### src/fdec_pkg.sv
// Purpose: Shared constants and types for the file register opcode decoder.
// Assumes: 16-bit instruction words and an APB register port with 32-bit data.
// Notes: Opcode prefixes are compared against slices of the word, top bit first.
package fdec_pkg;
    // ==========================================================
    // Timing
    localparam int PHASES = 4;
    localparam logic [1:0] PHASE_LAST = 2'h3;

    // ==========================================================
    // Field positions and widths
    localparam int DEST_BIT = 9;
    localparam int ACCESS_BIT = 8;
    localparam int FAST_BIT = 8;
    localparam int BITPOS_LSB = 9;
    localparam logic [7:0] ACCESS_BANK = 8'h00;

    // ==========================================================
    // Opcode prefixes
    localparam logic [5:0] P6_ADD = 6'h09;
    localparam logic [5:0] P6_ADDC = 6'h08;
    localparam logic [5:0] P6_SUBFB = 6'h15;
    localparam logic [5:0] P6_SUB = 6'h17;
    localparam logic [5:0] P6_SUBB = 6'h16;
    localparam logic [5:0] P6_AND = 6'h05;
    localparam logic [5:0] P6_OR = 6'h04;
    localparam logic [5:0] P6_COM = 6'h07;
    localparam logic [5:0] P6_RLC = 6'h0D;
    localparam logic [5:0] P6_RRC = 6'h0C;
    localparam logic [5:0] P6_RLN = 6'h11;
    localparam logic [5:0] P6_RRN = 6'h10;
    localparam logic [5:0] P6_INCSZ = 6'h0F;
    localparam logic [5:0] P6_INCSNZ = 6'h12;
    localparam logic [6:0] P7_CPEQ = 7'h31;
    localparam logic [6:0] P7_CPGT = 7'h32;
    localparam logic [6:0] P7_CPLT = 7'h30;
    localparam logic [6:0] P7_MUL = 7'h01;
    localparam logic [6:0] P7_CALL = 7'h76;
    localparam logic [7:0] P8_JUMP = 8'hEF;
    localparam logic [4:0] P5_RJUMP = 5'h1A;
    localparam logic [4:0] P5_CBRANCH = 5'h1C;
    localparam logic [4:0] P5_LIT = 5'h01;
    localparam logic [3:0] OPC_FMOVE = 4'hC;
    localparam logic [3:0] OPC_SECOND = 4'hF;
    localparam logic [3:0] OPC_BITCLR = 4'h9;
    localparam logic [3:0] OPC_BTSC = 4'hB;

    // ==========================================================
    // Status flag masks: bit 0 carry, 1 nibble carry, 2 zero, 3 wrap, 4 negative
    localparam logic [4:0] FLAGS_ALL = 5'h1F;
    localparam logic [4:0] FLAGS_ZN = 5'h14;
    localparam logic [4:0] FLAGS_CZN = 5'h15;
    localparam logic [4:0] FLAGS_NONE = 5'h00;

    // ==========================================================
    // Register map and reset values
    localparam logic [7:0] REG_CTRL = 8'h00;
    localparam logic [7:0] REG_BANK = 8'h04;
    localparam logic [7:0] REG_STATUS = 8'h08;
    localparam logic [7:0] REG_PMPTR = 8'h0C;
    localparam logic [7:0] REG_PMLATCH = 8'h10;
    localparam logic [7:0] REG_PHI = 8'h14;
    localparam logic [7:0] REG_PLO = 8'h18;
    localparam logic [0:0] RST_RUN = 1'h0;
    localparam logic [7:0] RST_BANK = 8'h00;
    localparam logic [20:0] RST_PMPTR = 21'h000000;
    localparam logic [7:0] RST_BYTE = 8'h00;

    typedef enum logic [4:0] {
        OP_NOP, OP_ADD, OP_ADDC, OP_SUBFB, OP_SUB, OP_SUBB, OP_AND, OP_OR,
        OP_COM, OP_RLC, OP_RRC, OP_RLN, OP_RRN, OP_CPEQ, OP_CPGT, OP_CPLT,
        OP_INCSZ, OP_INCSNZ, OP_MUL, OP_FMOVE, OP_BITCLR, OP_BTSC, OP_LIT,
        OP_JUMP, OP_CALL, OP_RJUMP, OP_CBRANCH
    } fdec_op_t;

    typedef enum logic {SEQ_EXEC, SEQ_SECOND} fdec_seq_t;

    typedef struct packed {
        fdec_op_t op;
        logic [3:0] subop;
        logic [7:0] file_addr;
        logic dest_file;
        logic bank_sel;
        logic [7:0] bank;
        logic [2:0] bit_pos;
        logic [7:0] literal;
        logic [19:0] target;
        logic fast;
        logic [10:0] offset;
        logic [11:0] src_addr;
        logic [11:0] dst_addr;
        logic [1:0] cycles;
        logic [4:0] flags;
    } fdec_ctrl_t;
endpackage : fdec_pkg

### src/fdec_field_reg.sv
// Purpose: One loadable register with a constant reset value.
// Assumes: Write enable and data come from logic on the same clock.
// Notes: Used for the run, bank, pointer, latch and product byte registers.
module fdec_field_reg
    import fdec_pkg::*;
#(
    parameter int W = 8,
    parameter logic [W-1:0] RST = '0
) (
    input wire logic pclk,
    input wire logic presetn,
    input wire logic wr_en,
    input wire logic [W-1:0] wr_data,
    output logic [W-1:0] q
);
    initial begin
        if (W < 1) $error("fdec_field_reg: width must be positive");
    end

    always_ff @(posedge pclk or negedge presetn) begin
        if (!presetn) begin
            q <= RST;
        end else if (wr_en) begin
            q <= wr_data;
        end
    end
endmodule : fdec_field_reg

### src/fdec_phase.sv
// Purpose: Divides the core clock into instruction cycles of several phases.
// Assumes: The phase count is four; any other value is flagged as an error and the two-bit counter always wraps at four.
// Notes: The count free runs from reset; no edge is ever skipped.
module fdec_phase
    import fdec_pkg::*;
#(
    parameter int N = PHASES
) (
    input wire logic pclk,
    input wire logic presetn,
    output logic [1:0] phase,
    output logic cycle_start,
    output logic cycle_end
);
    initial begin
        if (N != 4) $error("fdec_phase: only four phases are supported");
    end

    always_ff @(posedge pclk or negedge presetn) begin
        if (!presetn) begin
            phase <= 2'h0;
        end else begin
            phase <= phase + 2'h1;
        end
    end

    assign cycle_start = (phase == 2'h0);
    assign cycle_end = (phase == PHASE_LAST);
endmodule : fdec_phase

### src/fdec_top.sv
// Purpose: Decodes instruction words into control fields for the core datapath.
// Assumes: Fetch, datapath condition and product come from logic on pclk.
// Notes: One instruction cycle is four pclk periods; fields change at its end.
// Summary of operation
// [RULE_01] Byte file ops: low byte is file address; opcode, d and a above.
// [RULE_02] Destination bit zero selects accumulator, one selects the file register.
// [RULE_03] Access bit zero uses access bank; one takes bank from bank register.
// [RULE_04] File move: two words, nibble 1100 then 1111, twelve-bit addresses each.
// [RULE_05] Bit ops carry bit position, access bit, file address; clear is 1001.
// [RULE_06] Bit test skip: one cycle, two or three when skipping.
// [RULE_07] Literal ops hold eight-bit immediate in the low byte.
// [RULE_08] Jump and call build twenty-bit target over two words; call has fast bit.
// [RULE_09] Relative jump carries eleven-bit signed offset in one word.
// [RULE_10] Conditional branches carry eight-bit signed offset in the low byte.
// [RULE_11] Add and add with carry decode; one cycle; all five flags.
// [RULE_12] Three subtract forms decode and update all five arithmetic flags.
// [RULE_13] AND, OR, complement decode; one cycle; zero and negative only.
// [RULE_14] Carry rotates update carry, zero, negative; plain rotates in 0100 group.
// [RULE_15] Compare-and-skip forms in 0110 group; no flags; skip adds cycles.
// [RULE_16] Increment-skip forms honour destination, keep flags, skip conditionally.
// [RULE_17] Multiply decodes from 0000 001a, one cycle, no flags.
// [RULE_18] Core keeps 21-bit program memory pointer and 8-bit latch.
// [RULE_19] A lone word with top nibble all ones is a no-operation.
// [RULE_20] Cycle is four clocks; program counter change or true test adds NOP.
// [RULE_21] Multiply result goes to high and low product byte registers.
// [RULE_22] Control fields appear at cycle start and hold for the whole cycle.
module fdec_top
    import fdec_pkg::*;
(
    input wire logic pclk,
    input wire logic presetn,
    input wire logic psel,
    input wire logic penable,
    input wire logic pwrite,
    input wire logic [7:0] paddr,
    input wire logic [31:0] pwdata,
    output logic [31:0] prdata,
    output logic pready,
    output logic pslverr,
    input wire logic [15:0] instr_word,
    input wire logic instr_valid,
    output logic instr_ready,
    input wire logic cond_true,
    input wire logic product_valid,
    input wire logic [15:0] product,
    output fdec_ctrl_t ctrl,
    output logic ctrl_start,
    output logic [1:0] phase,
    output logic [20:0] program_memory_pointer,
    output logic [7:0] program_memory_latch,
    output logic [7:0] product_high_byte,
    output logic [7:0] product_low_byte
);
    // ==========================================================
    // Decode
    function automatic fdec_ctrl_t decode_word(input logic [15:0] w,
                                               input logic [7:0] bank);
        fdec_ctrl_t c;
        c = '0;
        c.op = OP_NOP;
        c.cycles = 2'h1;
        c.subop = w[11:8];
        c.file_addr = w[7:0]; // RULE_01
        c.dest_file = w[DEST_BIT]; // RULE_02
        c.bank_sel = w[ACCESS_BIT];
        c.bank = w[ACCESS_BIT] ? bank : ACCESS_BANK; // RULE_03
        c.bit_pos = w[BITPOS_LSB +: 3]; // RULE_05
        c.literal = w[7:0]; // RULE_07
        c.target = {12'h000, w[7:0]}; // RULE_08
        c.fast = w[FAST_BIT]; // RULE_08
        c.offset = w[10:0]; // RULE_09
        c.src_addr = w[11:0]; // RULE_04
        if (w[15:10] == P6_ADD) begin
            c.op = OP_ADD; // RULE_11
            c.flags = FLAGS_ALL;
        end else if (w[15:10] == P6_ADDC) begin
            c.op = OP_ADDC; // RULE_11
            c.flags = FLAGS_ALL;
        end else if (w[15:10] == P6_SUBFB) begin
            c.op = OP_SUBFB; // RULE_12
            c.flags = FLAGS_ALL;
        end else if (w[15:10] == P6_SUB) begin
            c.op = OP_SUB; // RULE_12
            c.flags = FLAGS_ALL;
        end else if (w[15:10] == P6_SUBB) begin
            c.op = OP_SUBB; // RULE_12
            c.flags = FLAGS_ALL;
        end else if (w[15:10] == P6_AND) begin
            c.op = OP_AND; // RULE_13
            c.flags = FLAGS_ZN;
        end else if (w[15:10] == P6_OR) begin
            c.op = OP_OR; // RULE_13
            c.flags = FLAGS_ZN;
        end else if (w[15:10] == P6_COM) begin
            c.op = OP_COM; // RULE_13
            c.flags = FLAGS_ZN;
        end else if (w[15:10] == P6_RLC) begin
            c.op = OP_RLC; // RULE_14
            c.flags = FLAGS_CZN;
        end else if (w[15:10] == P6_RRC) begin
            c.op = OP_RRC; // RULE_14
            c.flags = FLAGS_CZN;
        end else if (w[15:10] == P6_RLN) begin
            c.op = OP_RLN; // RULE_14
            c.flags = FLAGS_ZN;
        end else if (w[15:10] == P6_RRN) begin
            c.op = OP_RRN; // RULE_14
            c.flags = FLAGS_ZN;
        end else if (w[15:10] == P6_INCSZ) begin
            c.op = OP_INCSZ; // RULE_16
        end else if (w[15:10] == P6_INCSNZ) begin
            c.op = OP_INCSNZ; // RULE_16
        end else if (w[15:9] == P7_CPEQ) begin
            c.op = OP_CPEQ; // RULE_15
        end else if (w[15:9] == P7_CPGT) begin
            c.op = OP_CPGT; // RULE_15
        end else if (w[15:9] == P7_CPLT) begin
            c.op = OP_CPLT; // RULE_15
        end else if (w[15:9] == P7_MUL) begin
            c.op = OP_MUL; // RULE_17
        end else if (w[15:12] == OPC_FMOVE) begin
            c.op = OP_FMOVE; // RULE_04
            c.cycles = 2'h2;
        end else if (w[15:12] == OPC_BITCLR) begin
            c.op = OP_BITCLR; // RULE_05
        end else if (w[15:12] == OPC_BTSC) begin
            c.op = OP_BTSC; // RULE_06
        end else if (w[15:11] == P5_LIT) begin
            c.op = OP_LIT; // RULE_07
        end else if (w[15:8] == P8_JUMP) begin
            c.op = OP_JUMP; // RULE_08
            c.cycles = 2'h2;
        end else if (w[15:9] == P7_CALL) begin
            c.op = OP_CALL; // RULE_08
            c.cycles = 2'h2;
        end else if (w[15:11] == P5_RJUMP) begin
            c.op = OP_RJUMP; // RULE_09
            c.cycles = 2'h2;
        end else if (w[15:11] == P5_CBRANCH) begin
            c.op = OP_CBRANCH; // RULE_10
            c.offset = {{3{w[7]}}, w[7:0]};
        end
        // A word with the top nibble all ones falls through to no-operation.
        return c; // RULE_19
    endfunction : decode_word

    // ==========================================================
    // Phase generation
    logic cycle_start;
    logic cycle_end;

    fdec_phase #(.N(PHASES)) u_phase (
        .pclk(pclk),
        .presetn(presetn),
        .phase(phase),
        .cycle_start(cycle_start),
        .cycle_end(cycle_end)
    );

    // ==========================================================
    // Register port
    wire apb_setup = psel && !penable;
    wire apb_wr = psel && penable && pwrite;
    wire hit_ctrl = (paddr == REG_CTRL);
    wire hit_bank = (paddr == REG_BANK);
    wire hit_status = (paddr == REG_STATUS);
    wire hit_pmptr = (paddr == REG_PMPTR);
    wire hit_pmlatch = (paddr == REG_PMLATCH);
    wire hit_phi = (paddr == REG_PHI);
    wire hit_plo = (paddr == REG_PLO);
    wire hit_any = hit_ctrl | hit_bank | hit_status | hit_pmptr | hit_pmlatch
                   | hit_phi | hit_plo;

    logic [0:0] run_reg;
    logic [7:0] bank_select_reg;
    logic [31:0] prdata_next;
    fdec_seq_t seq_reg;
    fdec_seq_t seq_next;
    fdec_ctrl_t ctrl_reg;
    fdec_ctrl_t ctrl_next;
    fdec_ctrl_t first_reg;
    fdec_ctrl_t first_next;
    logic discard_reg;
    logic discard_next;

    fdec_field_reg #(.W(1), .RST(RST_RUN)) u_run (
        .pclk(pclk),
        .presetn(presetn),
        .wr_en(apb_wr && hit_ctrl),
        .wr_data(pwdata[0:0]),
        .q(run_reg)
    );

    fdec_field_reg #(.W(8), .RST(RST_BANK)) u_bank (
        .pclk(pclk),
        .presetn(presetn),
        .wr_en(apb_wr && hit_bank),
        .wr_data(pwdata[7:0]),
        .q(bank_select_reg)
    );

    // Pointer and latch are plain storage here, written only through the register port.
    fdec_field_reg #(.W(21), .RST(RST_PMPTR)) u_pmptr ( // RULE_18
        .pclk(pclk),
        .presetn(presetn),
        .wr_en(apb_wr && hit_pmptr),
        .wr_data(pwdata[20:0]),
        .q(program_memory_pointer)
    );

    fdec_field_reg #(.W(8), .RST(RST_BYTE)) u_pmlatch ( // RULE_18
        .pclk(pclk),
        .presetn(presetn),
        .wr_en(apb_wr && hit_pmlatch),
        .wr_data(pwdata[7:0]),
        .q(program_memory_latch)
    );

    // Product bytes are loaded only by the datapath; software sees them read only.
    fdec_field_reg #(.W(8), .RST(RST_BYTE)) u_phi ( // RULE_21
        .pclk(pclk),
        .presetn(presetn),
        .wr_en(product_valid),
        .wr_data(product[15:8]),
        .q(product_high_byte)
    );

    fdec_field_reg #(.W(8), .RST(RST_BYTE)) u_plo ( // RULE_21
        .pclk(pclk),
        .presetn(presetn),
        .wr_en(product_valid),
        .wr_data(product[7:0]),
        .q(product_low_byte)
    );

    always_comb begin
        prdata_next = 32'h00000000;
        if (hit_ctrl) prdata_next = {31'h00000000, run_reg};
        if (hit_bank) prdata_next = {24'h000000, bank_select_reg};
        if (hit_status) prdata_next = {19'h00000, ctrl_reg.op, 6'h00,
                                       discard_reg, seq_reg == SEQ_SECOND};
        if (hit_pmptr) prdata_next = {11'h000, program_memory_pointer};
        if (hit_pmlatch) prdata_next = {24'h000000, program_memory_latch};
        if (hit_phi) prdata_next = {24'h000000, product_high_byte};
        if (hit_plo) prdata_next = {24'h000000, product_low_byte};
    end

    // Read data is captured in the setup cycle so that no wait state is needed.
    always_ff @(posedge pclk or negedge presetn) begin
        if (!presetn) begin
            prdata <= 32'h00000000;
        end else if (apb_setup) begin
            prdata <= prdata_next;
        end
    end

    assign pready = 1'b1;
    assign pslverr = psel && penable && !hit_any;

    // ==========================================================
    // Sequencing
    wire fdec_ctrl_t dec = decode_word(instr_word, bank_select_reg);
    wire fdec_ctrl_t nop_ctrl = decode_word(16'h0000, bank_select_reg);
    wire take = cycle_end && run_reg[0] && instr_valid;
    wire is_cond = (ctrl_reg.op == OP_CBRANCH) || (ctrl_reg.op == OP_BTSC)
                   || (ctrl_reg.op == OP_CPEQ) || (ctrl_reg.op == OP_CPGT)
                   || (ctrl_reg.op == OP_CPLT) || (ctrl_reg.op == OP_INCSZ)
                   || (ctrl_reg.op == OP_INCSNZ);
    wire is_jump = (ctrl_reg.op == OP_RJUMP) || (ctrl_reg.op == OP_JUMP)
                   || (ctrl_reg.op == OP_CALL);
    wire exec_change = cycle_end && (is_jump || (is_cond && cond_true)); // RULE_20
    wire discard_now = discard_reg || exec_change;
    wire two_word = (dec.op == OP_FMOVE) || (dec.op == OP_JUMP) || (dec.op == OP_CALL);

    fdec_ctrl_t joined;
    always_comb begin
        joined = first_reg;
        joined.target[19:8] = instr_word[11:0]; // RULE_08
        joined.dst_addr = instr_word[11:0]; // RULE_04
    end

    // A skipped two-word instruction leaves its second word to run as a NOP on
    // its own, which yields the three-cycle skip without extra state.
    always_comb begin
        ctrl_next = ctrl_reg;
        seq_next = seq_reg;
        first_next = first_reg;
        discard_next = discard_reg || exec_change;
        if (cycle_end) begin
            ctrl_next = nop_ctrl;
            if (take) begin
                discard_next = 1'b0;
                if (discard_now) begin
                    seq_next = SEQ_EXEC; // RULE_06
                end else if (seq_reg == SEQ_SECOND) begin
                    ctrl_next = joined; // RULE_04
                    seq_next = SEQ_EXEC;
                end else if (two_word) begin
                    first_next = dec;
                    seq_next = SEQ_SECOND;
                end else begin
                    ctrl_next = dec;
                end
            end
        end
    end

    // Fields change only at the end of a cycle, so they hold for a whole cycle.
    always_ff @(posedge pclk or negedge presetn) begin
        if (!presetn) begin
            ctrl_reg <= '0;
            seq_reg <= SEQ_EXEC;
            first_reg <= '0;
            discard_reg <= 1'b0;
        end else begin
            ctrl_reg <= ctrl_next; // RULE_22
            seq_reg <= seq_next;
            first_reg <= first_next;
            discard_reg <= discard_next;
        end
    end

    assign ctrl = ctrl_reg;
    assign ctrl_start = cycle_start;
    assign instr_ready = cycle_end && run_reg[0];
endmodule : fdec_top

### config.mk
export PLATFORM = sky130hd
export DESIGN_NAME = fdec_top
export DESIGN_NICKNAME = d
export VERILOG_FILES = /design/src/fdec_pkg.sv /design/src/fdec_field_reg.sv /design/src/fdec_phase.sv /design/src/fdec_top.sv
export SDC_FILE = /design/constraint.sdc
export NUM_CORES = 1
export LEC_CHECK = 0
export BUFFER_PORTS_ARGS = -buffer_cell sky130_fd_sc_hd__clkbuf_2
export CAP_MARGIN = 15
export CORE_ASPECT_RATIO = 0.9
export CORE_MARGIN = 8
export CORE_UTILIZATION = 54
export CTS_CLUSTER_DIAMETER = 150
export CTS_CLUSTER_SIZE = 8
export DETAILED_ROUTE_END_ITERATION = 7
export GPL_TIMING_DRIVEN = 0
export PLACE_DENSITY_LB_ADDON = 0.3
export SYNTH_ARGS = -nofsm -noshare
export SYNTH_HDL_FRONTEND = slang
export SYNTH_HIERARCHICAL = 1
export SYNTH_SLANG_ARGS = --single-unit
### constraint.sdc
create_clock -name pclk -period 4.7 [get_ports pclk]
set_input_delay 0 -clock pclk [delete_from_list [all_inputs] [get_ports pclk]]
set_output_delay 0 -clock pclk [all_outputs]
set_load 0.005 [all_outputs]
Word-level counts from Yosys, hierarchy flattened
Index checks and enable logic that the tools add are counted.

storage, ports and cells
  input port bits = 80
  register bits = 251
  logic and storage cells = 227
  output and inout bits = 184

cells by class
  bitwise gates (word level) = 8
  equal/unequal tests = 46
  reduce and logical (&&, ||, !) cells = 30
  $add $sub $neg = 1
  muxes and demuxes = 106

operator list
  kind                                                  count
  2-to-1 mux 101 bit                                    4
  2-to-1 mux 11 bit                                     26
  2-to-1 mux 5 bit                                      38
  2-to-1 mux 32 bit                                     2
  equality test 5 bit (second input constant)           12
  2-to-1 mux 2 bit                                      25
  2-to-1 mux 21 bit                                     2
  equality test 6 x 5 -> 1 bit (second input constant)  6
  equality test 6 x 4 -> 1 bit (second input constant)  5
  equality test 8 x 5 -> 1 bit (second input constant)  3
  equality test 7 x 6 -> 1 bit (second input constant)  3
  equality test 6 x 3 -> 1 bit (second input constant)  3
  equality test 8 x 4 -> 1 bit (second input constant)  2
  2-to-1 mux 8 bit                                      2
  equality test 5 x 4 -> 1 bit (second input constant)  3
  2-to-1 mux 13 bit                                     1
  equality test 4 bit (second input constant)           3
  logical AND 1 bit                                     12
  logical OR 1 bit                                      12
  equality test 8 x 3 -> 1 bit (second input constant)  1
  equality test 8 bit (second input constant)           1
  zero test 8 bit                                       1
  equality test 7 x 1 -> 1 bit (second input constant)  1
  equality test 7 bit (second input constant)           1
  other kinds (10)                                      22

Depth between registers and ports, before layout
Gate-level depths: netlist of run 1.

  word-level depth = 34
  depth in mapped cells = 12
  mapped depth without buffers = 8

Modules after synthesis
The synthesis of run 1 kept the hierarchy.

by module, submodules not included
  module                        area each (um2)  cells an instance  times used  sequential area each (um2)
  fdec_top                      5706.7           570                1           2527.4
  fdec_field_reg at u_bank ...  331.6            17                 4           200.2
  fdec_field_reg at u_pmptr     859.6            44                 1           525.5
  fdec_phase                    82.6             6                  1           50.0
  fdec_field_reg at u_run       40.0             2                  1           25.0

Worst setup path after synthesis of run 1
OpenSTA, ideal clock, no wires.

  path kind = register to register
  from = reg u_phase.phase[0]
  to = reg first_reg[33] (netlist name)
  slack = 2.247 ns
  library setup time = 0.125 ns
  period minus slack after synthesis = 2.453 ns
  required time = 4.575 ns
  buffers on the path = 2
  cell stages (with the launch flop) = 11
  arrival = 2.328 ns
  path through = dfrtp_1 ha_1 clkinv_1 nor2_1 o21a_1 or3_1 or3_1 nand2b_1 buf_6 buf_8 mux2_4

on the way
  longest elaborated chain between the ends = 5
  elaborated cells on any way between the ends = 7
  those cells by class = eq/ne (1); bitwise (1); reduce/logical (5)

RTL lines
  what                                    line              source
  start: declaration                      fdec_phase.sv:11  output logic [1:0] phase,
  start signal: assignment                fdec_phase.sv:23  phase <= phase + 2'h1;
  equality test 2 bit *                   fdec_phase.sv:28  assign cycle_end = (phase == PHASE_LAST);
  net cycle_end                           fdec_top.sv:150   logic cycle_end;
  logical AND 1 bit                       fdec_top.sv:271   wire exec_change = cycle_end && (is_jump || (is_cond && cond_true));
  logical OR 1 bit                        fdec_top.sv:272   wire discard_now = discard_reg || exec_change;
  NOT 1 bit (no source line)              --
  AND reduction 5 bit (no source line) *  --
  end signal: assignment                  fdec_top.sv:318   first_reg <= first_next;
  end: declaration                        fdec_top.sv:181   fdec_ctrl_t first_reg;

Mark *: on every way through the listed nets, which the timed path passes. The rest lies on a longest branch.
A chain may end at the register's enable or synchronous reset.

Worst setup path in the final report of run 1
  from = reg u_phase.phase[0]
  to = reg ctrl_reg (netlist bit ctrl[58])

on the way
  longest elaborated chain between the ends = 5
  elaborated cells on any way between the ends = 7
  those cells by class = eq/ne (1); mux (2); reduce/logical (4)

RTL lines
  what                    line              source
  equality test 2 bit *   fdec_phase.sv:28
  net cycle_end           fdec_top.sv:150
  logical AND 1 bit       fdec_top.sv:271
  logical OR 1 bit        fdec_top.sv:272
  2-to-1 mux 101 bit      fdec_top.sv:293   if (discard_now) begin
  2-to-1 mux 101 bit      fdec_top.sv:291   if (take) begin
  end signal: assignment  fdec_top.sv:316   ctrl_reg <= ctrl_next;
  end: declaration        fdec_top.sv:179   fdec_ctrl_t ctrl_reg;

Marked as above.

==> impl_table.tex, run 1 <==
\begin{tabular}{lr}
\hline
Metric & Value \\
\hline
\multicolumn{2}{l}{\textbf{Power}} \\
Reported net switching power & roughly 0.75 mW \\
Leak & 5.78 nW \\
Clock power frac & 47.2\% \\
Highest ir drop seen on vdd & 0.252 mV \\
Cell Pwr Density & 297 mW/mm\^{}2 \\
Sequential fraction of design power & 43.6\% \\
Int Power & 2.45 mW \\
Net switching share of the total power & approximately a quarter \\
Tot Pwr & 3.20 mW \\
Combinational Power Share & 9.2\% \\
\multicolumn{2}{l}{\textbf{Timing}} \\
Max-slew headroom & 25.1\% \\
Max-slew violation total from the final report & 0 \\
Highest clock rate & 0.329 GHz \\
Setup violators final & 0 \\
Post-route setup TNS & 0 ns \\
Slew at the pin closest to its max-slew limit & 1.11 ns \\
Final hold vios & 0 \\
Worst Hold Slack & approximately 0.011 ns \\
Final period utilization & 64.8\% \\
RSZ-0062 raised after global routing & false \\
Fin crit period & 3.04 ns \\
Clock Skew & 0.00826 ns \\
\multicolumn{2}{l}{\textbf{Routing}} \\
Violation count after the first detailed-routing iteration & 482 \\
Detailed-route DRC error count & 0 \\
Aggregate routed wire length & approximately 25000 um \\
Count of nets left with antenna violations after detail routing & 0 \\
Routed via count divided by cell count & 5.48 \\
1st-pass router iterations & 5 \\
Total vias in the final route & 6730 \\
Routed length per placed instance & 20.0 um \\
\multicolumn{2}{l}{\textbf{Cells and area}} \\
Ant. Diodes & 0 \\
Final Non-Filler Cells & 1229 \\
Number of inserted filler cells in the final layout & 1011 \\
Final net count & 1100 \\
Layout Area Growth over Synthesis & 34.5\% \\
Layout cell share with drive strength beyond 1 & between 40 and 50\% \\
Max reg flops & 45 \\
\multicolumn{2}{l}{\textbf{Setup path}} \\
Maximum fanout along the worst path & 10 \\
Critical Path End Type & flip-flop \\
Depth of the worst register-to-register path & 9 \\
Reg2Reg Setup Slack & about 1.7 ns \\
Data required time at the worst endpoint & 5.06 ns \\
Endpoint arrival time on the critical path & 3.41 ns \\
Setup crit start kind & flip-flop \\
Type of the setup path with the least slack & reg -> reg \\
Critical Path Start & u\_phase/phase[0]\$\_DFF\_PN0\_ \\
Source of the worst register-to-register timing path & u\_phase/phase[0]\$\_DFF\_PN0\_ \\
\multicolumn{2}{l}{\textbf{CTS}} \\
Number of H-tree levels & 4 \\
Root Driver & sky130\_fd\_sc\_hd\_\_clkbuf\_16 \\
Post-cts repair resize count & 0 \\
TritonCTS clock tree & done \\
Number of buffers inserted by post-CTS setup repair & 0 \\
Number of clock buffers inserted by TritonCTS & 17 \\
Clock buffer depth & 2 \\
Reg clk slew, reported paths & 0.07 ns \\
Clock latency on the worst-skew pair & approximately 0.43 ns \\
Clock sink count & 157 \\
\multicolumn{2}{l}{\textbf{Worst hold path}} \\
Hold path start & instr\_word[11] \\
Path class of the lowest-slack min-delay path & in -> reg \\
Hold depth & 3 \\
\multicolumn{2}{l}{\textbf{Floorplan}} \\
Horizontal die dimension & 144 um \\
Initial cell density of the core & 54.9\% \\
Die H & between 100 and 150 um \\
Core area & 0.0146 mm\^{}2 \\
IO Count & 264 \\
Area of the die & 0.0190 mm\^{}2 \\
Count of standard-cell rows & 42 \\
\multicolumn{2}{l}{\textbf{Global routing}} \\
Global-route wire length before repair & 37800 um \\
Pin count of the biggest net entering global routing & $\sim$110 \\
Sum of overflow across all layers after global routing & 0 \\
Antenna violations before repair & 1 \\
Vias in the first global route & roughly 6800 \\
Total routing resource utilization after global routing & 25.5\% \\
\multicolumn{2}{l}{\textbf{Yosys}} \\
Netlist area before placement & 0.00802 mm\^{}2 \\
Number of library cell types mapped by synthesis & between 60 and 70 \\
Proportion of synthesized flip-flops having asynchronous set or reset & 100\% \\
Dominant cell by count in the synthesized netlist & sky130\_fd\_sc\_hd\_\_dfrtp\_1 \\
Cell count after synthesis & between 600 and 700 \\
Total of warnings raised by yosys & 6 \\
Mean Syn Cell Area & between 10 and 15 um\^{}2 \\
Post-synth EDFFs & 0 \\
Top\_reg\_cell synth & sky130\_fd\_sc\_hd\_\_dfrtp\_1 \\
Yosys top cell area share & 49.0\% \\
Fraction of the yosys area taken by sequential cells & between 40\% and 50\% \\
Largest cells by area after synthesis & sky130\_fd\_sc\_hd\_\_dfrtp\_1 (49\%), sky130\_fd\_sc\_hd\_\_mux2\_4 (12\%), sky130\_fd\_sc\_hd\_\_buf\_4 (6.6\%), sky130\_fd\_sc\_hd\_\_a22o\_1 (3.4\%), sky130\_fd\_sc\_hd\_\_nand2\_1 (2.4\%) \\
Commonest cells in the synthesized netlist & sky130\_fd\_sc\_hd\_\_dfrtp\_1 (157), sky130\_fd\_sc\_hd\_\_buf\_4 (70), sky130\_fd\_sc\_hd\_\_mux2\_4 (65) \\
Yosys reg bits & 157 \\
Post-synthesis cell type with the largest combined area & sky130\_fd\_sc\_hd\_\_dfrtp\_1 \\
\multicolumn{2}{l}{\textbf{Run}} \\
Maximum capacitance violations & 0 \\
\multicolumn{2}{l}{\textbf{Place}} \\
HPWL after DPL & 16700 um \\
Final weighted congestion in routability-driven placement & approximately 0.9 \\
Number of I/O port buffers & 235 \\
Number of placed instances, taps included & 1134 \\
\multicolumn{2}{l}{\textbf{Outcome}} \\
Status & completed \\
\hline
\end{tabular}
timing repair:
action | CTS | global route
endpoints found under the hold margin | 135 | 0
setup endpoints to repair | 0 | 0
hold buffers | 63 | 0
power groups by stage:
stage               combinational (mW)  clock (mW)  sequential, mW
finish                           0.295        1.51            1.39
global route                     0.318        1.57            1.40
global placement                 0.228           0            1.42
detailed placement               0.235           0            1.42
floorplan                        0.123           0            1.41
CTS                              0.287        1.52            1.39
metrics by stage:
stage | util [%] | cell area [um^2] | setup slack (ns)
CTS | 73.8 | 10800 | 1.69
floorplan | - | 8050 | 2.25
finish | 73.8 | 10800 | 1.66
global route | 73.8 | 10800 | 1.44
detailed placement | 65.1 | 9510 | 1.70
global placement | 64.9 | 9480 | 0.958
area by class of cell:
cell class / count / area [um^2] / share of cell area, %
Sequential cell: 157 / 3930 / 36.4
Clock inverter: 11 / 179 / 1.66
Tap cell: 198 / 248 / 2.30
Inverter: 20 / 75.1 / 0.696
Multi-Input combinational cell: 409 / 3250 / 30.2
Timing Repair Buffer: 299 / 1840 / 17.1
Buffer: 114 / 796 / 7.38
Clock buffer: 21 / 460 / 4.27
layout by cell type, fill, tap and decap left out, drive strengths merged, types with 3 or more instances in the layout:
cell type,instances
dlygate4sd3,63
conb,12
dfrtp,157
o21ai,25
or3,3
a221oi,8
o32ai,3
clkbuf,277
a21oi,13
a31oi,7
clkinv,3
a22oi,9
or2,3
nor2b,4
o32a,3
bufinv,4
nand3b,3
and2,16
nor4,5
a31o,6
nand3,9
mux2,71
a21o,8
buf,94
inv,23
a221o,14
nand2b,10
a22o,31
mux2i,16
nand2,51
nor3,10
nor2,28
o2bb2ai,4
logic make-up after synthesis:
logic type / share of synthesized area [%]
other: 0.0937
XOR/XNOR: 0.328
adder cells (fa/ha/maj): 0.312
buffers and inverters: 10.9
AND/OR/NAND/NOR: 9.82
AO/OA/AOI/OAI: 14.5
flip-flops: 49.0
multiplexers: 15.0
path summary, 6_finish.rpt:
check | end
max in group asynchronous | ctrl[87]$_DFFE_PN0P_
worst max-delay path | ctrl[58]$_DFFE_PN0P_
worst min register to register | first_reg[100]$_DFFE_PN0P_
worst max register to register | ctrl[58]$_DFFE_PN0P_
min in group asynchronous | u_pmlatch/q[3]$_DFFE_PN0P_
worst min-delay path | ctrl[95]$_DFFE_PN0P_
metal layers:
layer	share of wire [%]	track usage (%)	vias up
li1	-	-	3058
met1	40	32.3	3288
met2	47	40.5	324
met3	8.8	6.52	58
met4	3.2	11.2	2
met5	0.053	0	-
critical path, stage by stage (launching register included):
cell	delay [ns]
sky130_fd_sc_hd__dfrtp_1	0.40
sky130_fd_sc_hd__ha_1	0.27
sky130_fd_sc_hd__clkinv_1	0.19
sky130_fd_sc_hd__nor2_1	0.08
sky130_fd_sc_hd__o21a_1	0.14
sky130_fd_sc_hd__or3_1	0.36
sky130_fd_sc_hd__nor2_1	0.32
sky130_fd_sc_hd__clkbuf_1	0.51
sky130_fd_sc_hd__buf_1	0.49
sky130_fd_sc_hd__a22o_1	0.21
No activity file was read; power rests on OpenSTA's default activity.
==> run 2, diff against run 1 <==
CORE_UTILIZATION = 51   (was 54)
clock period = 2.9 ns   (was 4.7 ns; I/O delays follow)
==> impl_table.tex, run 2 (synthesis gave the netlist of run 1 again) <==
\begin{tabular}{lr}
\hline
Metric & Value \\
\hline
\multicolumn{2}{l}{\textbf{Setup path}} \\
Reg2Reg Setup Slack & 0.11 ns (was 1.66 ns) \\
Data required time at the worst endpoint & 3.20 ns (was 5.06 ns) \\
Endpoint arrival time on the critical path & 3.10 ns (was 3.41 ns) \\
Setup crit start kind & flip-flop (unchanged) \\
Type of the setup path with the least slack & reg -> reg (unchanged) \\
Critical Path End Type & flip-flop (unchanged) \\
Maximum fanout along the worst path & 10 (unchanged) \\
\multicolumn{2}{l}{\textbf{Timing}} \\
Setup violators final & 0 (unchanged) \\
Slew at the pin closest to its max-slew limit & 1.28 ns (was 1.11 ns) \\
Highest clock rate & 0.358 GHz (was 0.329 GHz) \\
Max-slew headroom & 13.6\% (was 25.1\%) \\
Clock Skew & 0.00673 ns (was 0.00826 ns) \\
RSZ-0062 raised after global routing & false (unchanged) \\
Final period utilization & 96.3\% (was 64.8\%) \\
Worst setup slack after layout & 0.108 ns (was 1.66 ns) \\
Worst Hold Slack & 0.139 ns (was 0.0110 ns) \\
Max-slew violation total from the final report & 0 (unchanged) \\
Post-route setup TNS & 0 ns (unchanged) \\
Final hold vios & 0 (unchanged) \\
Fin crit period & 2.79 ns (was 3.04 ns) \\
\multicolumn{2}{l}{\textbf{Place}} \\
HPWL after DPL & 16500 um (was 16700 um) \\
Number of I/O port buffers & 235 (unchanged) \\
Final weighted congestion in routability-driven placement & 0.927 (was 0.926) \\
Setup slack at placement & -0.114 ns (was 1.70 ns) \\
\multicolumn{2}{l}{\textbf{CTS}} \\
TritonCTS clock tree & done (unchanged) \\
Number of clock buffers inserted by TritonCTS & 17 (unchanged) \\
Clock latency on the worst-skew pair & 0.42 ns (was 0.43 ns) \\
Number of H-tree levels & 4 (unchanged) \\
Reg clk slew, reported paths & 0.07 ns (about the same) \\
Clock sink count & 157 (unchanged) \\
Clock buffer depth & 2 (unchanged) \\
Root Driver & sky130\_fd\_sc\_hd\_\_clkbuf\_16 (unchanged) \\
\multicolumn{2}{l}{\textbf{Floorplan}} \\
Initial cell density of the core & 52.1\% (was 54.9\%) \\
Area of the die & 0.0200 mm\^{}2 (was 0.0190 mm\^{}2) \\
Core area & 0.0154 mm\^{}2 (was 0.0146 mm\^{}2) \\
Die H & 135 um (was 132 um) \\
Horizontal die dimension & 148 um (was 144 um) \\
Count of standard-cell rows & 43 (was 42) \\
IO Count & 264 (unchanged) \\
\multicolumn{2}{l}{\textbf{Cells and area}} \\
Ant. Diodes & 0 (unchanged) \\
Number of inserted filler cells in the final layout & 1114 (was 1011) \\
Layout cell share with drive strength beyond 1 & 43.3\% (was 42.7\%) \\
Commonest cells after routing, fill and taps aside & sky130\_fd\_sc\_hd\_\_clkbuf\_2 (235), sky130\_fd\_sc\_hd\_\_dfrtp\_1 (157), sky130\_fd\_sc\_hd\_\_buf\_4 (70) (was sky130\_fd\_sc\_hd\_\_clkbuf\_2 (234), sky130\_fd\_sc\_hd\_\_dfrtp\_1 (157), sky130\_fd\_sc\_hd\_\_buf\_4 (70)) \\
Final core occ & 70.1\% (was 73.8\%) \\
Layout Area Growth over Synthesis & 34.6\% (was 34.5\%) \\
Final net count & 1101 (was 1100) \\
Max reg flops & 45 (unchanged) \\
Most common cell after layout, fill and taps aside & sky130\_fd\_sc\_hd\_\_clkbuf\_2 (unchanged) \\
\multicolumn{2}{l}{\textbf{Power}} \\
Net switching share of the total power & 24.4\% (was 23.4\%) \\
Sequential fraction of design power & 44.9\% (was 43.6\%) \\
Int Power & 3.80 mW (was 2.45 mW) \\
Clock power frac & 45.5\% (was 47.2\%) \\
Highest ir drop seen on vdd & 0.425 mV (was 0.252 mV) \\
Reported net switching power & 1.23 mW (was 0.749 mW) \\
Leak & 5.78 nW (about the same) \\
Combinational Power Share & 9.6\% (was 9.2\%) \\
Cell Pwr Density & 466 mW/mm\^{}2 (was 297 mW/mm\^{}2) \\
\multicolumn{2}{l}{\textbf{Run}} \\
Maximum capacitance violations & 0 (unchanged) \\
\multicolumn{2}{l}{\textbf{Routing}} \\
Count of nets left with antenna violations after detail routing & 0 (unchanged) \\
Routed via count divided by cell count & 5.43 (was 5.48) \\
Aggregate routed wire length & 24400 um (was 24500 um) \\
Detailed-route DRC error count & 0 (unchanged) \\
Routed length per placed instance & 19.8 um (was 20.0 um) \\
Total vias in the final route & 6703 (was 6730) \\
1st-pass router iterations & 5 (unchanged) \\
Violation count after the first detailed-routing iteration & 444 (was 482) \\
\multicolumn{2}{l}{\textbf{Global routing}} \\
Global-route wire length before repair & 38300 um (was 37800 um) \\
Sum of overflow across all layers after global routing & 0 (unchanged) \\
Total routing resource utilization after global routing & 24.2\% (was 25.5\%) \\
Pin count of the biggest net entering global routing & 98 (was 109) \\
Vias in the first global route & 6900 (was 6841) \\
Antenna violations before repair & 1 (unchanged) \\
\multicolumn{2}{l}{\textbf{Outcome}} \\
Status & completed (unchanged) \\
\multicolumn{2}{l}{\textbf{Worst hold path}} \\
Path class of the lowest-slack min-delay path & in -> reg (unchanged) \\
\hline
\end{tabular}
[run 2: cell types whose count changed in the layout (fill, tap and decap cells not counted), moves of 2 or more]
cell,before,now
sky130_fd_sc_hd__clkinv_4,1,3
sky130_fd_sc_hd__bufinv_16,4,2
sky130_fd_sc_hd__clkinvlp_4,1,3
sky130_fd_sc_hd__dlygate4sd3_1,63,65
sky130_fd_sc_hd__clkbuf_1,23,19
[run 2: through the flow]
step	instances	area [um^2]	total power, mW
detailed placement	1138	9520	2.68
floorplan	700	8050	2.49
global route	1234	10800	5.18
global placement	1137	9480	2.66
CTS	1234	10800	5.03
finish	1234	10800	5.03
[run 2: worst paths after layout]
kind / start / to / cells past startpoint
setup / recovery: u_phase/phase[1]$_DFF_PN0_ / first_reg[34]$_DFFE_PN0P_ / 9
hold / removal: instr_word[13] / ctrl[97]$_DFFE_PN0P_ / 4
setup reg to reg: u_phase/phase[1]$_DFF_PN0_ / first_reg[34]$_DFFE_PN0P_ / 9
hold reg to reg: first_reg[100]$_DFFE_PN0P_ / first_reg[100]$_DFFE_PN0P_ / 1
max in group asynchronous: presetn / ctrl[56]$_DFFE_PN0P_ / 3
min in group asynchronous: presetn / u_plo/q[5]$_DFFE_PN0P_ / 2
[run 2: worst max-delay path: stages (launching register included)]
cell and delay (ns):
sky130_fd_sc_hd__dfrtp_1 0.37, sky130_fd_sc_hd__ha_2 0.26, sky130_fd_sc_hd__and2_1 0.23, sky130_fd_sc_hd__nand2_1 0.16, sky130_fd_sc_hd__or3_1 0.43, sky130_fd_sc_hd__or3_1 0.44
sky130_fd_sc_hd__nand2b_1 0.18, sky130_fd_sc_hd__buf_6 0.15, sky130_fd_sc_hd__buf_8 0.16, sky130_fd_sc_hd__mux2_4 0.30
[run 2: area by class of cell]
type                       count  area [um^2]  area share (%)
tap                          202          253            2.34
timing repair buffer         301         1860            17.3
inverter                      20         78.8           0.731
clock buffer                  19          453            4.20
clock inverter                13          155            1.44
sequential                   157         3930            36.4
buffer                       113          795            7.37
multi-input combinational    409         3260            30.2
[run 2: per-layer routing]
metal	global-route usage [%]	vias up	wire length, um
met5	0	-	10
met4	9.79	2	704
met3	6.86	49	1850
met2	39.2	314	11600
met1	30.0	3294	10200
li1	-	3044	-
[run 2: repair_timing]
| item | 4_1_cts | 5_1_grt |
|---|---|---|
| hold buffers | 65 | 0 |
| buffers inserted | 0 | 0 |
| cloned | 0 | 0 |
| endpoints found under the hold margin | 178 | 0 |
| pin swaps | 0 | 0 |
| setup endpoints to repair | 10 | 34 |
| resized for setup | 1 | 6 |
[run 2: power groups by stage]
stage               Sequential (mW)  Clock, mW  Combinational, mW
detailed placement             2.29          0              0.381
global route                   2.26       2.40              0.521
floorplan                      2.29          0              0.199
finish                         2.26       2.29              0.482
CTS                            2.25       2.31              0.468
global placement               2.29          0              0.371
==> run 3, diff against run 2 <==
CORE_ASPECT_RATIO = 1.25   (was 0.9)
==> impl_table.tex, run 3 (synthesis gave the netlist of run 1 again) <==
\begin{tabular}{lr}
\hline
Metric & Value \\
\hline
\multicolumn{2}{l}{\textbf{Outcome}} \\
Status & completed (unchanged) \\
\multicolumn{2}{l}{\textbf{Routing}} \\
Detailed-route DRC error count & 0 (unchanged) \\
Violation count after the first detailed-routing iteration & 388 (was 444) \\
Count of nets left with antenna violations after detail routing & 0 (unchanged) \\
1st-pass router iterations & 5 (unchanged) \\
Routed length per placed instance & 19.6 um (was 19.8 um) \\
Total vias in the final route & 6679 (was 6703) \\
Aggregate routed wire length & 24300 um (was 24400 um) \\
Routed via count divided by cell count & 5.37 (was 5.43) \\
\multicolumn{2}{l}{\textbf{Setup path}} \\
Delay of the slowest critical-path stage & 0.44 ns (about the same) \\
Endpoint arrival time on the critical path & 3.08 ns (was 3.10 ns) \\
Critical Path Start & u\_phase/phase[0]\$\_DFF\_PN0\_ (was u\_phase/phase[1]\$\_DFF\_PN0\_) \\
Setup crit start kind & flip-flop (unchanged) \\
Source of the worst register-to-register timing path & u\_phase/phase[0]\$\_DFF\_PN0\_ (was u\_phase/phase[1]\$\_DFF\_PN0\_) \\
Data required time at the worst endpoint & 3.20 ns (about the same) \\
Cell breakdown of the critical path & ha\_4 > clkinv\_1 > nor2\_1 > o21a\_1 > or3\_1 > or3\_1 > nand2b\_1 > buf\_6 > buf\_6 > mux2\_4 (was ha\_2 > and2\_1 > nand2\_1 > or3\_1 > or3\_1 > nand2b\_1 > buf\_6 > buf\_8 > mux2\_4) \\
Type of the setup path with the least slack & reg -> reg (unchanged) \\
Maximum fanout along the worst path & 10 (unchanged) \\
Critical Path End Type & flip-flop (unchanged) \\
Critical-path top delay cell & sky130\_fd\_sc\_hd\_\_or3\_1 (unchanged) \\
\multicolumn{2}{l}{\textbf{CTS}} \\
Number of buffers inserted by post-CTS setup repair & 0 (unchanged) \\
Root Driver & sky130\_fd\_sc\_hd\_\_clkbuf\_16 (unchanged) \\
Clock sink count & 157 (unchanged) \\
TritonCTS clock tree & done (unchanged) \\
Reg clk slew, reported paths & 0.07 ns (about the same) \\
Number of clock buffers inserted by TritonCTS & 17 (unchanged) \\
Clock latency on the worst-skew pair & 0.42 ns (about the same) \\
Clock buffer depth & 2 (unchanged) \\
Number of H-tree levels & 4 (unchanged) \\
\multicolumn{2}{l}{\textbf{Timing}} \\
Worst Hold Slack & 0.0243 ns (was 0.139 ns) \\
Slew at the pin closest to its max-slew limit & 0.972 ns (was 1.28 ns) \\
Post-route setup TNS & 0 ns (unchanged) \\
Final period utilization & 95.8\% (was 96.3\%) \\
Max-slew violation total from the final report & 0 (unchanged) \\
Clock Skew & 0.00832 ns (was 0.00673 ns) \\
Highest clock rate & 0.360 GHz (was 0.358 GHz) \\
Max-slew headroom & 34.3\% (was 13.6\%) \\
Final hold vios & 0 (unchanged) \\
Setup violators final & 0 (unchanged) \\
RSZ-0062 raised after global routing & false (unchanged) \\
Fin crit period & 2.78 ns (was 2.79 ns) \\
\multicolumn{2}{l}{\textbf{Global routing}} \\
Total routing resource utilization after global routing & 24.6\% (was 24.2\%) \\
Pin count of the biggest net entering global routing & 95 (was 98) \\
Sum of overflow across all layers after global routing & 0 (unchanged) \\
Global-route wire length before repair & 38600 um (was 38300 um) \\
Vias in the first global route & 7167 (was 6900) \\
Antenna violations before repair & 0 (was 1) \\
\multicolumn{2}{l}{\textbf{Place}} \\
HPWL after DPL & 16900 um (was 16500 um) \\
Final weighted congestion in routability-driven placement & 0.894 (was 0.927) \\
Number of I/O port buffers & 235 (unchanged) \\
Total cell area at the placement stage & 0.00953 mm\^{}2 (was 0.00952 mm\^{}2) \\
\multicolumn{2}{l}{\textbf{Cells and area}} \\
Number of inserted filler cells in the final layout & 1100 (was 1114) \\
Finished layout cell area & 0.0109 mm\^{}2 (was 0.0108 mm\^{}2) \\
Layout cell share with drive strength beyond 1 & 43.1\% (was 43.3\%) \\
Commonest cells after routing, fill and taps aside & sky130\_fd\_sc\_hd\_\_clkbuf\_2 (235), sky130\_fd\_sc\_hd\_\_dfrtp\_1 (157), sky130\_fd\_sc\_hd\_\_buf\_4 (70) (unchanged) \\
Layout Area Growth over Synthesis & 35.5\% (was 34.6\%) \\
Ant. Diodes & 0 (unchanged) \\
Final net count & 1100 (was 1101) \\
Final core occ & 70.0\% (was 70.1\%) \\
Max reg flops & 45 (unchanged) \\
Most common cell after layout, fill and taps aside & sky130\_fd\_sc\_hd\_\_clkbuf\_2 (unchanged) \\
\multicolumn{2}{l}{\textbf{Run}} \\
Maximum capacitance violations & 0 (unchanged) \\
\multicolumn{2}{l}{\textbf{Floorplan}} \\
Horizontal die dimension & 128 um (was 148 um) \\
Initial cell density of the core & 51.7\% (was 52.1\%) \\
Die H & 156 um (was 135 um) \\
Area of the die & 0.0200 mm\^{}2 (about the same) \\
Core area & 0.0155 mm\^{}2 (was 0.0154 mm\^{}2) \\
Count of standard-cell rows & 51 (was 43) \\
IO Count & 264 (unchanged) \\
\multicolumn{2}{l}{\textbf{Worst hold path}} \\
Hold path start & instr\_word[11] (was instr\_word[13]) \\
Path class of the lowest-slack min-delay path & in -> reg (unchanged) \\
\multicolumn{2}{l}{\textbf{Power}} \\
Highest ir drop seen on vdd & 0.456 mV (was 0.425 mV) \\
Cell Pwr Density & 487 mW/mm\^{}2 (was 466 mW/mm\^{}2) \\
Leak & 5.80 nW (was 5.78 nW) \\
\hline
\end{tabular}
## run 3: cell count changes in the layout (fill, tap and decap cells not counted), sizes merged
| cell | change |
|---|---|
| bufinv | +3 |
| clkinvlp | -2 |
| buf | -1 |
| clkbuf | +1 |
| clkinv | -1 |
| dlygate4sd3 | -1 |
## run 3: final timing paths
| path | end | slack [ns] | depth (start not counted) |
|---|---|---|---|
| max | first_reg[98]$_DFFE_PN0P_ | 0.12 | 10 |
| min | ctrl[95]$_DFFE_PN0P_ | 0.02 | 3 |
| max reg2reg | first_reg[98]$_DFFE_PN0P_ | 0.12 | 10 |
| min reg2reg | first_reg[100]$_DFFE_PN0P_ | 0.46 | 1 |
| max in group asynchronous | first_reg[99]$_DFFE_PN0P_ | 1.93 | 3 |
| min in group asynchronous | ctrl[94]$_DFFE_PN0P_ | 0.13 | 2 |
## run 3: worst max-delay path: cells and delay by family, from the launching register on
family / cells / cell delay [ns]
compound gates: 1 / 0.13
fa+ha+maj: 1 / 0.20
buf+inv: 3 / 0.51
flops: 1 / 0.42
mux: 1 / 0.30
simple gates: 4 / 1.08
## run 3: power breakdown
part | internal (mW) | leakage [nW] | total (mW) | switching (mW)
clock | 1.60 | 0.329 | 2.55 | 0.948
combinational | 0.243 | 3.37 | 0.480 | 0.237
sequential | 2.22 | 2.10 | 2.26 | 0.0350
total | 4.06 | 5.80 | 5.28 | 1.22
## run 3: layer usage
layer / up-vias / GRT usage [%] / routed length (um)
met3: 37 / 7.87 / 2410
met2: 345 / 42.0 / 12100
met4: 0 / 8.63 / 503
met5: - / 0 / 0
li1: 3059 / - / -
met1: 3238 / 28.2 / 9350
## run 3: repair_timing
item                                    in CTS  in global routing
hold buffers                                64                  0
resized for setup                            2                  1
endpoints found under the setup margin      12                 27
endpoints found under the hold margin      144                  0
## run 3: final cells by class
cell class,count,area [um^2],share of cell area (%)
timing repair buffer,300,1850,17.1
sequential,157,3930,36.2
clock inverter,13,224,2.06
clock buffer,19,453,4.17
inverter,20,75.1,0.691
tap,212,265,2.44
multi-input combinational,409,3270,30.1
buffer,113,793,7.31
## run 3: per-stage QoR
step,setup WS [ns],power (mW),cells
global placement,-0.866,2.67,1147
CTS,0.0610,5.30,1244
floorplan,0.447,2.49,700
detailed placement,-0.187,2.68,1148
global route,0.00738,5.45,1243
finish,0.121,5.28,1243
